==> src/verilog/ccs_map.vh <==
// Register map, field positions and reset values of the clocked serial channel.
// Assumes a 32-bit Avalon-MM slave: byte address = 4 * register index.
`ifndef CCS_MAP_VH
`define CCS_MAP_VH

// Register indices
`define CCS_IDX_FMT     24'hffff88
`define CCS_IDX_DIV     24'hffff89
`define CCS_IDX_CTL     24'hffff8a
`define CCS_IDX_TDR     24'hffff8b
`define CCS_IDX_STS     24'hffff8c
`define CCS_IDX_RDR     24'hffff8d

// Format register fields
`define CCS_FMT_SYNC    7
`define CCS_FMT_PSH     1
`define CCS_FMT_PSL     0

// Control register fields
`define CCS_CTL_TE      5
`define CCS_CTL_RE      4
`define CCS_CTL_CKSH    1
`define CCS_CTL_CKSL    0

// Status register fields
`define CCS_STS_TRANSMIT_BUFFER_EMPTY_FLAG    7
`define CCS_STS_RECEIVE_FULL_FLAG    6
`define CCS_STS_OVERRUN_ERROR_FLAG    5
`define CCS_STS_FER     4
`define CCS_STS_PER     3
`define CCS_STS_TRANSMIT_END_FLAG    2

// Reset values
`define CCS_RST_FMT     8'h00
`define CCS_RST_DIV     8'hff
`define CCS_RST_CTL     8'h00
`define CCS_RST_TDR     8'hff
`define CCS_RST_RDR     8'h00
`define CCS_RST_TRANSMIT_BUFFER_EMPTY_FLAG    1'b1
`define CCS_RST_TRANSMIT_END_FLAG    1'b1

// Last bit index of an eight-bit frame
`define CCS_LAST_BIT    3'h7

`endif

==> src/verilog/ccs_baud_gen.v <==
// Baud rate generator of one serial channel: half-bit enable pulses.
// Assumes one clock; run low holds the counters cleared so each start
// is followed by a full half period.
`timescale 1ns/1ps
`default_nettype none

module ccs_baud_gen (
   input  wire       clock_in,
   input  wire       resetn_in,
   input  wire       run_in,
   input  wire [1:0] prescale_in,
   input  wire [7:0] divisor_in,
   output reg        tick_out
);

   reg  [6:0] pre_q;
   reg  [7:0] div_q;
   wire [6:0] pre_lim;

   // Half bit = 2 * 4^n * (N + 1) clocks, so a full bit is 4 * 4^n * (N + 1)
   assign pre_lim = (prescale_in == 2'h0) ? 7'h01 :
                    (prescale_in == 2'h1) ? 7'h07 :
                    (prescale_in == 2'h2) ? 7'h1f : 7'h7f;

   always @(posedge clock_in or negedge resetn_in) begin
      if (!resetn_in) begin
         pre_q    <= 7'h00;
         div_q    <= 8'h00;
         tick_out <= 1'b0;
      end else if (!run_in) begin
         pre_q    <= 7'h00;
         div_q    <= 8'h00;
         tick_out <= 1'b0;
      end else begin
         tick_out <= 1'b0;
         if (pre_q >= pre_lim) begin
            pre_q <= 7'h00;
            if (div_q >= divisor_in) begin
               div_q    <= 8'h00;
               tick_out <= 1'b1;
            end else begin
               div_q <= div_q + 8'h01;
            end
         end else begin
            pre_q <= pre_q + 7'h01;
         end
      end
   end

endmodule

`default_nettype wire

==> src/verilog/ccs_channel.v <==
// Clocked synchronous serial channel with double-buffered transmit and
// receive paths, own baud rate generator and Avalon-MM register slave.
// Assumes pins are synchronous to clock_in; the serial clock pin is
// three signals, the board resolves the wire.
//
// The Avalon-MM interface to the registers was chosen for this implementation.
`timescale 1ns/1ps
`default_nettype none
`include "ccs_map.vh"

module ccs_channel (
   input  wire        clock_in,
   input  wire        resetn_in,
   // Avalon-MM slave
   input  wire [25:0] avs_address_in,
   input  wire        avs_read_in,
   input  wire        avs_write_in,
   input  wire [3:0]  avs_byteenable_in,
   input  wire [31:0] avs_writedata_in,
   output reg  [31:0] avs_readdata_out,
   output reg         avs_waitrequest_out,
   // Serial pins
   input  wire        rxd_in,
   output reg         txd_out,
   input  wire        sck_in,
   output reg         sck_out,
   output reg         sck_oe_out
);

   // Word-address match against a register index
   function hit;
      input [25:0] addr;
      input [23:0] idx;
      begin
         hit = (addr[25:2] == idx);
      end
   endfunction

   // Register file
   reg  [7:0] fmt_q;
   reg  [7:0] div_q;
   reg  [7:0] ctl_q;
   reg  [7:0] tdr_q;
   reg  [7:0] rdr_q;
   reg        transmit_buffer_empty_flag_q;
   reg        receive_full_flag_q;
   reg        overrun_error_flag_q;
   reg        fer_q;
   reg        per_q;
   reg        transmit_end_flag_q;
   reg        transmit_buffer_empty_flag_d;
   reg        receive_full_flag_d;
   reg        overrun_error_flag_d;
   reg        fer_d;
   reg        per_d;
   reg        transmit_end_flag_d;

   // Shifters and serial clock state
   reg  [7:0] tsr_q;
   reg  [2:0] tx_cnt_q;
   reg        tx_busy_q;
   reg  [7:0] rsr_q;
   reg  [2:0] rx_cnt_q;
   reg        sck_prev_q;

   // Bus handshake
   wire       req;
   wire       acc;
   wire       wr_en;
   reg  [7:0] rd_byte;

   // Mode decode
   wire       sync_mode;
   wire       ext_clk;
   wire       tx_en;
   wire       rx_en;
   wire       run_int;
   wire       tick;
   wire       fall_ev;
   wire       rise_ev;
   wire       last_rise;
   wire       tx_start;
   wire       tx_reload;
   wire       tx_stop;
   wire       rx_done;
   wire       sts_wr;

   assign sync_mode = fmt_q[`CCS_FMT_SYNC];
   assign ext_clk   = ctl_q[`CCS_CTL_CKSH];
   assign tx_en     = ctl_q[`CCS_CTL_TE] & sync_mode;
   assign rx_en     = ctl_q[`CCS_CTL_RE] & sync_mode;

   // Receive-only with internal clock keeps the serial clock running,
   // otherwise the clock only runs while a frame is being shifted
   assign run_int = sync_mode & ~ext_clk &
                    (tx_busy_q | (rx_en & ~ctl_q[`CCS_CTL_TE]));

   ccs_baud_gen u_baud (
      .clock_in    (clock_in),
      .resetn_in   (resetn_in),
      .run_in      (run_int),
      .prescale_in (fmt_q[`CCS_FMT_PSH:`CCS_FMT_PSL]),
      .divisor_in  (div_q),
      .tick_out    (tick)
   );

   // Serial clock edges, internal or taken from the pin
   assign fall_ev = ext_clk ? (sck_prev_q & ~sck_in)
                            : (tick & sck_out);
   assign rise_ev = ext_clk ? (~sck_prev_q & sck_in)
                            : (tick & ~sck_out);

   // Transmit sequencing
   assign last_rise = tx_busy_q & rise_ev & (tx_cnt_q == `CCS_LAST_BIT);
   assign tx_start  = ~tx_busy_q & tx_en & ~transmit_buffer_empty_flag_q;
   assign tx_reload = last_rise & tx_en & ~transmit_buffer_empty_flag_q;
   assign tx_stop   = last_rise & ~(tx_en & ~transmit_buffer_empty_flag_q);

   // Receive frame complete on the eighth rising edge
   assign rx_done = rx_en & rise_ev & (rx_cnt_q == `CCS_LAST_BIT);

   // Bus access: one wait cycle, then the request completes
   assign req    = avs_read_in | avs_write_in;
   assign acc    = req & ~avs_waitrequest_out;
   assign wr_en  = avs_write_in & acc & avs_byteenable_in[0];
   assign sts_wr = wr_en & hit(avs_address_in, `CCS_IDX_STS);

   always @(posedge clock_in or negedge resetn_in) begin
      if (!resetn_in) begin
         avs_waitrequest_out <= 1'b1;
      end else begin
         avs_waitrequest_out <= ~(req & avs_waitrequest_out);
      end
   end

   // Read mux; shifters have no address at all
   always @* begin
      rd_byte = 8'h00;
      if (hit(avs_address_in, `CCS_IDX_FMT)) begin
         rd_byte = fmt_q;
      end else if (hit(avs_address_in, `CCS_IDX_DIV)) begin
         rd_byte = div_q;
      end else if (hit(avs_address_in, `CCS_IDX_CTL)) begin
         rd_byte = ctl_q;
      end else if (hit(avs_address_in, `CCS_IDX_TDR)) begin
         rd_byte = tdr_q;
      end else if (hit(avs_address_in, `CCS_IDX_STS)) begin
         rd_byte = {transmit_buffer_empty_flag_q, receive_full_flag_q, overrun_error_flag_q, fer_q, per_q, transmit_end_flag_q, 2'h0};
      end else if (hit(avs_address_in, `CCS_IDX_RDR)) begin
         rd_byte = rdr_q;
      end
   end

   // Read data is captured in the wait cycle and stands at the accepting edge
   always @(posedge clock_in or negedge resetn_in) begin
      if (!resetn_in) begin
         avs_readdata_out <= 32'h0000_0000;
      end else if (avs_read_in & avs_waitrequest_out) begin
         avs_readdata_out <= {24'h00_0000, rd_byte};
      end
   end

   // Software-written registers
   always @(posedge clock_in or negedge resetn_in) begin
      if (!resetn_in) begin
         fmt_q <= `CCS_RST_FMT;
         div_q <= `CCS_RST_DIV;
         ctl_q <= `CCS_RST_CTL;
         tdr_q <= `CCS_RST_TDR;
      end else if (wr_en) begin
         if (hit(avs_address_in, `CCS_IDX_FMT)) begin
            fmt_q <= avs_writedata_in[7:0];
         end else if (hit(avs_address_in, `CCS_IDX_DIV)) begin
            div_q <= avs_writedata_in[7:0];
         end else if (hit(avs_address_in, `CCS_IDX_CTL)) begin
            ctl_q <= avs_writedata_in[7:0];
         end else if (hit(avs_address_in, `CCS_IDX_TDR)) begin
            tdr_q <= avs_writedata_in[7:0];
         end
      end
   end

   // Status flags: hardware set wins over a software clear in the same
   // cycle, and a written 1 leaves a flag as it is
   always @* begin
      transmit_buffer_empty_flag_d = transmit_buffer_empty_flag_q;
      if (sts_wr & ~avs_writedata_in[`CCS_STS_TRANSMIT_BUFFER_EMPTY_FLAG]) begin
         transmit_buffer_empty_flag_d = 1'b0;
      end
      if (tx_start | tx_reload) begin
         transmit_buffer_empty_flag_d = 1'b1;
      end
   end

   always @* begin
      receive_full_flag_d = receive_full_flag_q;
      overrun_error_flag_d = overrun_error_flag_q;
      fer_d  = fer_q;
      per_d  = per_q;
      if (sts_wr) begin
         receive_full_flag_d = receive_full_flag_q & avs_writedata_in[`CCS_STS_RECEIVE_FULL_FLAG];
         overrun_error_flag_d = overrun_error_flag_q & avs_writedata_in[`CCS_STS_OVERRUN_ERROR_FLAG];
         fer_d  = fer_q  & avs_writedata_in[`CCS_STS_FER];
         per_d  = per_q  & avs_writedata_in[`CCS_STS_PER];
      end
      if (rx_done & ~receive_full_flag_q) begin
         receive_full_flag_d = 1'b1;
      end
      if (rx_done & receive_full_flag_q) begin
         overrun_error_flag_d = 1'b1;
      end
   end

   // End flag is read-only: hardware alone moves it
   always @* begin
      transmit_end_flag_d = transmit_end_flag_q;
      if (tx_start) begin
         transmit_end_flag_d = 1'b0;
      end
      if (tx_stop) begin
         transmit_end_flag_d = 1'b1;
      end
   end

   always @(posedge clock_in or negedge resetn_in) begin
      if (!resetn_in) begin
         transmit_buffer_empty_flag_q <= `CCS_RST_TRANSMIT_BUFFER_EMPTY_FLAG;
         receive_full_flag_q <= 1'b0;
         overrun_error_flag_q <= 1'b0;
         fer_q  <= 1'b0;
         per_q  <= 1'b0;
         transmit_end_flag_q <= `CCS_RST_TRANSMIT_END_FLAG;
      end else begin
         transmit_buffer_empty_flag_q <= transmit_buffer_empty_flag_d;
         receive_full_flag_q <= receive_full_flag_d;
         overrun_error_flag_q <= overrun_error_flag_d;
         fer_q  <= fer_d;
         per_q  <= per_d;
         transmit_end_flag_q <= transmit_end_flag_d;
      end
   end

   // Internal serial clock: idles high, toggles on each half-bit tick
   always @(posedge clock_in or negedge resetn_in) begin
      if (!resetn_in) begin
         sck_out    <= 1'b1;
         sck_oe_out <= 1'b0;
         sck_prev_q <= 1'b1;
      end else begin
         sck_prev_q <= sck_in;
         sck_oe_out <= sync_mode & ~ext_clk;
         if (!run_int) begin
            sck_out <= 1'b1;
         end else if (tick) begin
            sck_out <= ~sck_out;
         end
      end
   end

   // Transmit shifter
   always @(posedge clock_in or negedge resetn_in) begin
      if (!resetn_in) begin
         tsr_q     <= 8'h00;
         tx_cnt_q  <= 3'h0;
         tx_busy_q <= 1'b0;
         txd_out   <= 1'b1;
      end else if (tx_start) begin
         tsr_q     <= tdr_q;
         tx_cnt_q  <= 3'h0;
         tx_busy_q <= 1'b1;
      end else if (tx_busy_q) begin
         if (fall_ev) begin
            txd_out <= tsr_q[0];
         end
         if (tx_reload) begin
            tsr_q    <= tdr_q;
            tx_cnt_q <= 3'h0;
         end else if (tx_stop) begin
            // Pin keeps the last bit's level until a new frame starts or transmit is disabled, which drives it high
            tx_busy_q <= 1'b0;
         end else if (rise_ev) begin
            tsr_q    <= {1'b0, tsr_q[7:1]};
            tx_cnt_q <= tx_cnt_q + 3'h1;
         end
      end else if (!tx_en) begin
         txd_out <= 1'b1;
      end
   end

   // Receive shifter; a frame that finds the holding register still full
   // is dropped and flagged as overrun rather than overwriting unread data
   always @(posedge clock_in or negedge resetn_in) begin
      if (!resetn_in) begin
         rsr_q    <= 8'h00;
         rx_cnt_q <= 3'h0;
         rdr_q    <= `CCS_RST_RDR;
      end else if (!rx_en) begin
         rx_cnt_q <= 3'h0;
      end else if (rise_ev) begin
         rsr_q    <= {rxd_in, rsr_q[7:1]};
         rx_cnt_q <= rx_cnt_q + 3'h1;
         if (rx_done & ~receive_full_flag_q) begin
            rdr_q <= {rxd_in, rsr_q[7:1]};
         end
      end
   end

endmodule

`default_nettype wire

==> config.mk <==
export PLATFORM = sky130hd
export DESIGN_NAME = ccs_channel
export DESIGN_NICKNAME = d
export VERILOG_FILES = /design/src/verilog/ccs_baud_gen.v /design/src/verilog/ccs_channel.v
export VERILOG_INCLUDE_DIRS = /design/src /design/src/verilog
export SDC_FILE = /design/constraint.sdc
export NUM_CORES = 1
export LEC_CHECK = 0
export BUFFER_PORTS_ARGS = -buffer_cell sky130_fd_sc_hd__buf_2
export CAP_MARGIN = 10
export CELL_PAD_IN_SITES_DETAIL_PLACEMENT = 0
export CELL_PAD_IN_SITES_GLOBAL_PLACEMENT = 1
export CORE_UTILIZATION = 39
export DETAILED_ROUTE_END_ITERATION = 8
export GPL_TIMING_DRIVEN = 1
export PLACE_DENSITY_LB_ADDON = 0.1
export SLEW_MARGIN = 20
export SYNTH_ARGS = -nofsm -noshare
export SYNTH_HDL_FRONTEND = slang
export SYNTH_SLANG_ARGS = --single-unit
==> constraint.sdc <==
create_clock -name clock_in -period 2.08 [get_ports clock_in]
set_input_delay 0.104 -clock clock_in [delete_from_list [all_inputs] [get_ports clock_in]]
set_output_delay 0.104 -clock clock_in [all_outputs]
set_load 0.01 [all_outputs]
Yosys cells after proc, flatten, opt, wreduce, memory -nomap -nowiden
Cells that the tools add are included.
Widths: inputs -> output; s select.
- register bits after elaboration: 98
- latch bits: 0
- bits in writable memories: 0
- ROM bits: 0
- input port bits: 68
- output and inout bits: 36
- word-level logic and storage cells: 161
- memories: 0
- add/sub/neg operators: 4
- multipliers: 0
- divide/modulo/power cells: 0
- magnitude comparators: 2
- equal/unequal tests: 16
- shift operators: 0
- multiplexer cells: 48
- bitwise operators: 51
- reductions and logical operators: 15
- operator list (operator ; number):
    $eq 24x24->1 const B ; 6
    $mux 8 ; 14
    $mux 7 ; 5
    $and 1x1->1 ; 32
    $mux 1 ; 22
    $mux 3 ; 7
    $not 1->1 ; 16
    $reduce_and 3->1 ; 4
    $reduce_bool 2->1 ; 5
    $add 8x1->8 const B ; 1
    $ge 8x8->1 ; 1
    $add 7x1->7 const B ; 1
    $ge 7x7->1 ; 1
    $add 3x1->3 const B ; 2
    $eq 3x3->1 const B ; 2
    $ne 2x2->1 const B ; 3
    $reduce_and 5->1 ; 1
    $ne 2x1->1 const B ; 2
    $reduce_and 2->1 ; 2
    $reduce_and 4->1 ; 1
    $ne 3x3->1 const B ; 1
    $or 1x1->1 ; 3
    $reduce_bool 3->1 ; 1
    $eq 2x1->1 const B ; 1
    other kinds (2) ; 2

Depth between registers and ports, before layout
Gate-level depths: netlist (run 1).
- depth in word-level cells: 10
- mapped depth: 8

Cells and area by module
A second synthesis (run 1) with hierarchy kept.
- cells, all modules: 466
- area, all modules: 5246.3 um^2
- by module, submodules not included (module ; times used ; cells an instance ; area an instance (um^2) ; seq. area each (um^2)):
    ccs_channel ; 1 ; 345 ; 4107.7 ; 2054.5
    ccs_baud_gen ; 1 ; 121 ; 1138.6 ; 400.4

Worst setup path before layout (run 1)
OpenSTA, ideal clock, no wires.
- kind: input to register
- from: input port avs_address_in[7]
- to: register fmt_q[0]
- library setup time: 0.125 ns
- arrival time: 2.177 ns
- slack: -0.222 ns
- stages: 6
- path buffers: 1
- cell sequence: or4b_1 -> or4_1 -> or3_4 -> or3_1 -> buf_6 -> mux2_2
- cells in the longest elaborated chain, start to end: 2
- ends and longest elaborated chain (what ; line ; text):
    start: declaration ; ccs_channel.v:15 ; input wire [25:0] avs_address_in,
    $eq 24x24->1 ; ccs_channel.v:35 ; hit = (addr[25:2] == idx);
    $reduce_and 2->1 (no line) ; - ;
    end signal: assignment ; ccs_channel.v:166 ; fmt_q <= `CCS_RST_FMT;
    end signal: assignment ; ccs_channel.v:172 ; fmt_q <= avs_writedata_in[7:0];
    end: declaration ; ccs_channel.v:40 ; reg [7:0] fmt_q;
No other way between the ends.
A chain may end at the register's enable or synchronous reset.

Worst setup path after layout (run 1)
- from: register fmt_q[1]
- to: register u_baud.div_q[4]
- cells in the longest elaborated chain, start to end: 6
- ends and longest elaborated chain (what ; line ; text):
    $eq 2x2->1 ; ccs_baud_gen.v:23 ; (prescale_in == 2'h2) ? 7'h1f : 7'h7f;
    $mux 7 ; ccs_baud_gen.v:23 ;
    $mux 7 ; ccs_baud_gen.v:22 ; (prescale_in == 2'h1) ? 7'h07 :
    $mux 7 * ; ccs_baud_gen.v:21 ; assign pre_lim = (prescale_in == 2'h0) ? 7'h01 :
    $ge 7x7->1 * ; ccs_baud_gen.v:36 ; if (pre_q >= pre_lim) begin
    $ne 2x2->1 (no line) * ; - ;
    end signal: assignment ; ccs_baud_gen.v:42 ; div_q <= div_q + 8'h01;
    end: declaration ; ccs_baud_gen.v:17 ; reg [7:0] div_q;
Every way passes the cells marked *; elsewhere a longest branch is shown, timed or not.

==> out/qor.csv, run 1 <==
metric,value,unit
clk root buf,sky130_fd_sc_hd__clkbuf_16,
fraction of power spent switching nets,21.4,%
worst setup path category,flop to flop,
worst hold margin,0.0527,ns
Antenna Violating Nets Remaining,0,
logic depth of the worst register-to-register path,7,
proportion of synthesized chip area in sequential cells,48.8,%
width of the die,116,um
global-route wire length before repair,19.4,mm
number of buffers created by CTS,9,
measured slew at the worst slew-check pin,0.565,ns
Max Cap Viol,0,
number of vias per cell after detailed routing,5.05,
largest fanout on the critical path,6,
"Arr. time, crit path",2.24,ns
Routed wire per std cell,16.6,um
Seq cells post-synth,97,
number of max-slew violations in the final report,0,
post-DP HPWL,8.97,mm
number of inserted filler cells in the final layout,1204,
commonest register cell after synthesis,sky130_fd_sc_hd__dfrtp_1,
startpoint of the most critical hold path,avs_writedata_in[0],
power spent charging and discharging nets,0.000853,W
Worst-path clk slew,0.07,ns
Synth async-reset ratio,100,%
number of clock sinks seen by CTS,97,
number of cells traversed by the worst hold path,2,
XOR/XNOR Fraction of Synth Area,1.22,%
origin of the critical flop-to-flop path,fmt_q[1]$_DFFE_PN0P_,
fraction of layout cells with a size suffix above 1,32.5,%
count of endpoints failing setup in the final report,0,
area of the core,12600,um^2
most frequent standard cell in the layout excluding fill and tap cells,sky130_fd_sc_hd__dfrtp_1,
number of enable flip-flop cells after synthesis,0,
antenna fix cells,0,
initial antenna violation count,0,
number of distinct library cells after synthesis,50,
terminating pin of the worst hold path,tdr_q[0]$_DFFE_PN1P_,
worst setup slack after layout,0.0396,ns
Clock Skew,0.00906,ns
final critical delay including setup and external delays,2.04,ns
post-route clock period utilization,98.1,%
Initial DRT Pass Iterations,4,
share of the synthesized area in compound gates (AO/OA/AOI/OAI),11.6,%
Final Total Pwr,0.00399,W
global-route total usage across every layer,19.5,%
final instance area,6000,um^2
multi-input combinational cell area,2360,um^2
signed area change from the synthesized netlist to the final layout,19.2,%
overall routed net length,11.9,mm
nature of the critical path endpoint,flop,
power density relative to cell area,665,nW/um^2
RR Endpoint,u_baud.div_q[4]$_DFFE_PN0P_,
cell count after synthesis,459,
class of the tightest hold or removal check,input pin to flop,
Post-Synth Adder-Cell Area,4.97,%
total global routing overflow,0,
required arrival time at the worst endpoint,2.28,ns
Initial Utilization,39.9,%
ranking of synthesized cells by area,"sky130_fd_sc_hd__dfrtp_1, sky130_fd_sc_hd__mux2_2, sky130_fd_sc_hd__dfstp_2",
# H-tree levels,3,
static leakage power,2.83,nW
Yosys warning count,0,
Max-Slew Margin vs Limit,62.3,%
biggest area consumer among synthesized cells,sky130_fd_sc_hd__dfrtp_1,
DRC violation total after the first TritonRoute iteration,143,
final weighted congestion of routability-driven global placement,0.799,
DRC violations left,0,
area post-placement,5580,um^2
"commonest non-fill, non-tap cells in the layout","sky130_fd_sc_hd__dfrtp_1, sky130_fd_sc_hd__mux2_2, sky130_fd_sc_hd__buf_2, sky130_fd_sc_hd__nor2_1, sky130_fd_sc_hd__buf_4",
Setup TNS Final,0,ns
total via count in the routed design,3614,
Placement Rows,41,
maximum operating frequency,0.490,GHz
clock tree from TritonCTS,built,
post-layout net count,627,
Internal Power,0.00314,W
register-to-register setup slack,0.04,ns
buffer levels on the longest clock path,2,
critical path startpoint category,flop,
IO Pins,104,
post-placement worst setup slack,-0.388,ns
combined flip-flop and latch cell area,2450,um^2
buffers added on ports,50,
vias in the first global route,3624,
die outline area,13400,um^2
VDD IR-drop max,0.439,mV
clock insertion delay at the later pin of the skew report,0.35,ns
simple-gate share of the synthesized area,12.1,%
main combinational cell family by area after synthesis,multiplexers,
Vert. Die Dim,116,um
count of endpoints failing hold in the final timing report,0,
pin count of the biggest net entering global routing,43,
result of the run,"complete, no violations",
multiplexer area fraction after synthesis,14.7,%
CP max stage delay,0.52,ns
mapped cell area,5030,um^2
clock network fraction of design power,47.6,%
cell with the largest stage delay on the worst path,sky130_fd_sc_hd__or4_4,
portion of synthesized cell area occupied by the leading cell type,37.3,%
Seq pwr share,47.5,%
unrepaired setup endpoints after global routing,true,
series of cell instances along the critical path,"nand2_1, ha_1, or4_4, o221a_4, o21ai_0, buf_4, o221ai_1",
Comb pwr share,4.9,%
mean post-synth cell area,11.0,um^2
[synth_stat cells (5+ instances only)]
library cell / n
sky130_fd_sc_hd__a21oi_1: 15
sky130_fd_sc_hd__a222oi_1: 5
sky130_fd_sc_hd__a22o_1: 10
sky130_fd_sc_hd__and3_1: 5
sky130_fd_sc_hd__buf_4: 24
sky130_fd_sc_hd__clkbuf_1: 11
sky130_fd_sc_hd__dfrtp_1: 75
sky130_fd_sc_hd__dfstp_2: 22
sky130_fd_sc_hd__ha_1: 20
sky130_fd_sc_hd__inv_1: 26
sky130_fd_sc_hd__mux2_2: 54
sky130_fd_sc_hd__mux2i_1: 13
sky130_fd_sc_hd__nand2_1: 23
sky130_fd_sc_hd__nand3_1: 7
sky130_fd_sc_hd__nand4_1: 5
sky130_fd_sc_hd__nor2_1: 41
sky130_fd_sc_hd__nor2b_1: 12
sky130_fd_sc_hd__o21a_1: 7
sky130_fd_sc_hd__o21ai_0: 18
sky130_fd_sc_hd__o221ai_1: 5
sky130_fd_sc_hd__o22ai_1: 9
[sequential cells by signal (all words and copies together) (netlist names), 3 cells and up]
register,flops
rdr_q,8
tdr_q,8
u_baud.pre_q,7
ctl_q,8
rsr_q,7
fmt_q,8
avs_readdata_out,8
rx_cnt_q,3
tsr_q,8
div_q,8
u_baud.div_q,8
tx_cnt_q,3
[per-stage QoR]
| stage | util, % | std cells |
|---|---|---|
| after global routing | 47.6 | 716 |
| after CTS | 47.5 | 716 |
| after detailed placement | 44.2 | 695 |
| final | 47.6 | 716 |
| after global placement | 44.2 | 695 |
| after floorplan | - | 482 |
[per-layer routing]
layer | up-vias | GRT usage (%) | part of all wire [%]
li1 | 1763 | - | -
met1 | 1783 | 28.4 | 51
met2 | 53 | 29.0 | 45
met3 | 15 | 3.14 | 2.6
met4 | 0 | 7.69 | 1.9
met5 | - | 0 | 0
[how the worst max path moves through the flow]
stage                          from                          end  depth (start not counted)
3_5_place_dp      avs_address_in[7]         fmt_q[0]$_DFFE_PN0P_                          6
5_1_grt        fmt_q[1]$_DFFE_PN0P_  u_baud.div_q[4]$_DFFE_PN0P_                          7
2_1_floorplan     avs_address_in[7]         fmt_q[0]$_DFFE_PN0P_                          6
4_1_cts        fmt_q[1]$_DFFE_PN0P_  u_baud.div_q[4]$_DFFE_PN0P_                          7
6_report       fmt_q[1]$_DFFE_PN0P_  u_baud.div_q[4]$_DFFE_PN0P_                          7
3_3_place_gp      avs_address_in[7]         fmt_q[1]$_DFFE_PN0P_                          6
[power by group through the flow]
stage / Combinational [W] / Sequential (W) / Clock [W]
finish: 0.000197 / 0.00190 / 0.00190
floorplan: 0.000104 / 0.00193 / 0
global route: 0.000221 / 0.00189 / 0.00204
CTS: 0.000199 / 0.00190 / 0.00196
detailed placement: 0.000190 / 0.00193 / 0
global placement: 0.000189 / 0.00193 / 0
[area by class of cell]
cell class / instances / area share, %
Inverter: 26 / 1.63
Multi-Input combinational cell: 321 / 39.3
Clock inverter: 6 / 1.88
Clock buffer: 10 / 3.82
Tap cell: 172 / 3.59
Sequential cell: 97 / 40.9
Timing Repair Buffer: 84 / 8.88
[cell families after synthesis]
group	Yosys count
compound gates	84
xor+xnor	7
fa+ha+maj	20
buf+inv	64
flops	97
mux	67
other cells	1
simple gates	119
[repair_timing]
action,4_1_cts,5_1_grt
gates cloned,0,0
endpoints found under the hold margin,28,0
gates resized for setup,3,3
pin swaps,1,0
endpoints found under the setup margin,9,16
buffers inserted,0,0
hold buffers,5,0
[worst max-delay path: cells and delay by family, from the launching register on]
kind / cells / cell delay (ns)
adders and majority gates: 1 / 0.21
DFF: 1 / 0.43
AOI/OAI and AO/OA: 3 / 0.45
and+or+nand+nor: 2 / 0.63
buffers and inverters: 1 / 0.17
No activity file was read; power rests on OpenSTA's default activity.
==> run 2: changes to the inputs <==
--- a/config.mk
+++ b/config.mk
@@ -10,7 +10,7 @@
 export CAP_MARGIN = 10
 export CELL_PAD_IN_SITES_DETAIL_PLACEMENT = 0
 export CELL_PAD_IN_SITES_GLOBAL_PLACEMENT = 1
-export CORE_UTILIZATION = 39
+export CORE_UTILIZATION = 43
 export DETAILED_ROUTE_END_ITERATION = 8
 export GPL_TIMING_DRIVEN = 1
 export PLACE_DENSITY_LB_ADDON = 0.1
==> constraint.sdc (replaced) <==
create_clock -name clock_in -period 2.05 [get_ports clock_in]
set_input_delay 0 -clock clock_in [delete_from_list [all_inputs] [get_ports clock_in]]
set_output_delay 0 -clock clock_in [all_outputs]
set_load 0.01 [all_outputs]
==> run 2 against run 1 <==
Compared with the run above: first-iteration DRC count increased by 24%; critical endpoint is now u_baud.div_q[3]$_DFFE_PN0P_; die area shrank 9.1%; total power decreased by 6.1%; non-clock buffer count rose by 11; sequential share of layout area is 0.43 points lower; design area rose by 1.1%; wire length shrank 2.4%; sequential power hardly changed; critical path type unchanged; clock-buffer cell count grew 1; largest cell class unchanged; hold slack worse by 0.056 ns; final cell count decreased by 2.5%; flip-flop and latch count unchanged; the run now ends with hold timing left.
==> out/qor.csv, run 2 (same netlist as run 1, synthesis figures left out) <==
metric,value,unit
number of clock sinks seen by CTS,97,
startpoint of the most critical hold path,avs_writedata_in[6],
DRC violations left,0,
final weighted congestion of routability-driven global placement,0.789,
number of inserted filler cells in the final layout,1023,
Non-Filler Instances,698,
final instance area,6070,um^2
Placement Rows,39,
fraction of layout cells with a size suffix above 1,35.1,%
Vert. Die Dim,110,um
series of cell instances along the critical path,"nand2_2, ha_2, or4_4, o221a_2, o21ai_1, buf_4, o221ai_1",
clock insertion delay at the later pin of the skew report,0.35,ns
Initial DRT Pass Iterations,5,
class of the tightest hold or removal check,input pin to flop,
maximum operating frequency,0.513,GHz
CP max stage delay,0.52,ns
Comb pwr share,5.7,%
Max Cap Viol,0,
IO Pins,104,
Initial Utilization,44.1,%
area post-placement,5550,um^2
power spent charging and discharging nets,0.000885,W
die outline area,12100,um^2
Clock Skew,0.00531,ns
final critical delay including setup and external delays,1.95,ns
global-route total usage across every layer,20.6,%
# H-tree levels,3,
origin of the critical flop-to-flop path,fmt_q[0]$_DFFE_PN0P_,
Setup TNS Final,0,ns
worst setup path category,flop to flop,
clk root buf,sky130_fd_sc_hd__clkbuf_16,
"Arr. time, crit path",2.17,ns
Seq pwr share,51.3,%
Final Total Pwr,0.00375,W
global-route wire length before repair,18.3,mm
clock network fraction of design power,43.0,%
signed area change from the synthesized netlist to the final layout,20.5,%
total global routing overflow,0,
initial antenna violation count,0,
DRC violation total after the first TritonRoute iteration,178,
fraction of power spent switching nets,23.6,%
antenna fix cells,0,
area of the core,11400,um^2
violations in the final reports,hold timing,
Max-Slew Margin vs Limit,65.1,%
static leakage power,2.87,nW
post-DP HPWL,8.58,mm
VDD IR-drop max,0.390,mV
Routed wire per std cell,16.6,um
count of endpoints failing hold in the final timing report,1,
most frequent standard cell in the layout excluding fill and tap cells,sky130_fd_sc_hd__dfrtp_1,
Placed Cells,666,
count of endpoints failing setup in the final report,0,
number of vias per cell after detailed routing,5.31,
nature of the critical path endpoint,flop,
post-layout net count,638,
Worst-path clk slew,0.07,ns
buffer levels on the longest clock path,2,
launching instance or port of the critical path,fmt_q[0]$_DFFE_PN0P_,
pin count of the biggest net entering global routing,38,
largest fanout on the critical path,6,
cell with the largest stage delay on the worst path,sky130_fd_sc_hd__or4_4,
result of the run,"finished, violations left",
Internal Power,0.00286,W
power density relative to cell area,618,nW/um^2
width of the die,110,um
number of buffers created by CTS,9,
Antenna Violating Nets Remaining,0,
worst hold margin,-0.00315,ns
post-route clock period utilization,95.1,%
measured slew at the worst slew-check pin,0.519,ns
buffers added on ports,50,
number of max-slew violations in the final report,0,
critical path startpoint category,flop,
unrepaired setup endpoints after global routing,false,
"commonest non-fill, non-tap cells in the layout","sky130_fd_sc_hd__dfrtp_1, sky130_fd_sc_hd__mux2_2, sky130_fd_sc_hd__buf_2, sky130_fd_sc_hd__nor2_1, sky130_fd_sc_hd__buf_4",
clock tree from TritonCTS,built,
total via count in the routed design,3708,
required arrival time at the worst endpoint,2.27,ns
vias in the first global route,3545,
overall routed net length,11.6,mm
run 2: path summary, 6_finish.rpt:
check / cells after the start / end / slack (ns)
worst max-delay path: 7 / u_baud.div_q[3]$_DFFE_PN0P_ / 0.1
worst max register to register: 7 / u_baud.div_q[3]$_DFFE_PN0P_ / 0.1
max in group asynchronous: 3 / tdr_q[5]$_DFFE_PN1P_ / 1.32
worst min-delay path: 2 / ctl_q[6]$_DFFE_PN0P_ / -0.003
worst min register to register: 1 / u_baud.pre_q[0]$_DFF_PN0_ / 0.48
min in group asynchronous: 2 / u_baud.pre_q[3]$_DFF_PN0_ / 0.06
run 2: layout make-up:
| cell class | count | area [um^2] | share of cell area [%] |
|---|---|---|---|
| Tap cell | 143 | 179 | 2.95 |
| Multi-Input combinational cell | 321 | 2420 | 39.9 |
| Sequential cell | 97 | 2460 | 40.5 |
| Timing Repair Buffer | 95 | 633 | 10.4 |
| Inverter | 26 | 97.6 | 1.61 |
| Clock buffer | 11 | 243 | 4.00 |
| Clock inverter | 5 | 38.8 | 0.639 |
run 2: stage by stage:
stage,util [%],hold slack [ns],worst slack [ns]
after floorplan,-,-0.296,-0.0764
after global placement,48.6,-0.112,-0.320
after detailed placement,48.6,-0.105,-0.320
after CTS,52.2,0.000264,0.0103
after global routing,53.1,0.00199,0.00746
final,53.1,-0.00315,0.0998
run 2: repair_timing:
action,4_1_cts,5_1_grt
resized for setup,2,20
setup buffers,1,3
pin swaps,1,2
hold buffers,12,0
hold endpoints to repair,107,0
setup endpoints to repair,11,22
run 2: power by group through the flow:
stage | clock network [W] | logic [W] | registers [W]
finish | 0.00161 | 0.000213 | 0.00192
global route | 0.00174 | 0.000243 | 0.00192
CTS | 0.00165 | 0.000216 | 0.00192
detailed placement | 0 | 0.000196 | 0.00196
global placement | 0 | 0.000195 | 0.00196
floorplan | 0 | 0.000106 | 0.00196
run 2: routing by layer:
layer  share of wire [%]  global-route usage (%)
met1                  48                    28.2
met2                  46                    32.8
met3                 4.2                    3.35
met4                 1.9                    7.99
met5                   0                       0
run 2: critical path, delay by kind of cell, from the launching register on:
family | cells | cell delay, ns
buf+inv | 1 | 0.18
fa+ha+maj | 1 | 0.18
flops | 1 | 0.40
compound gates | 3 | 0.45
simple gates | 2 | 0.60
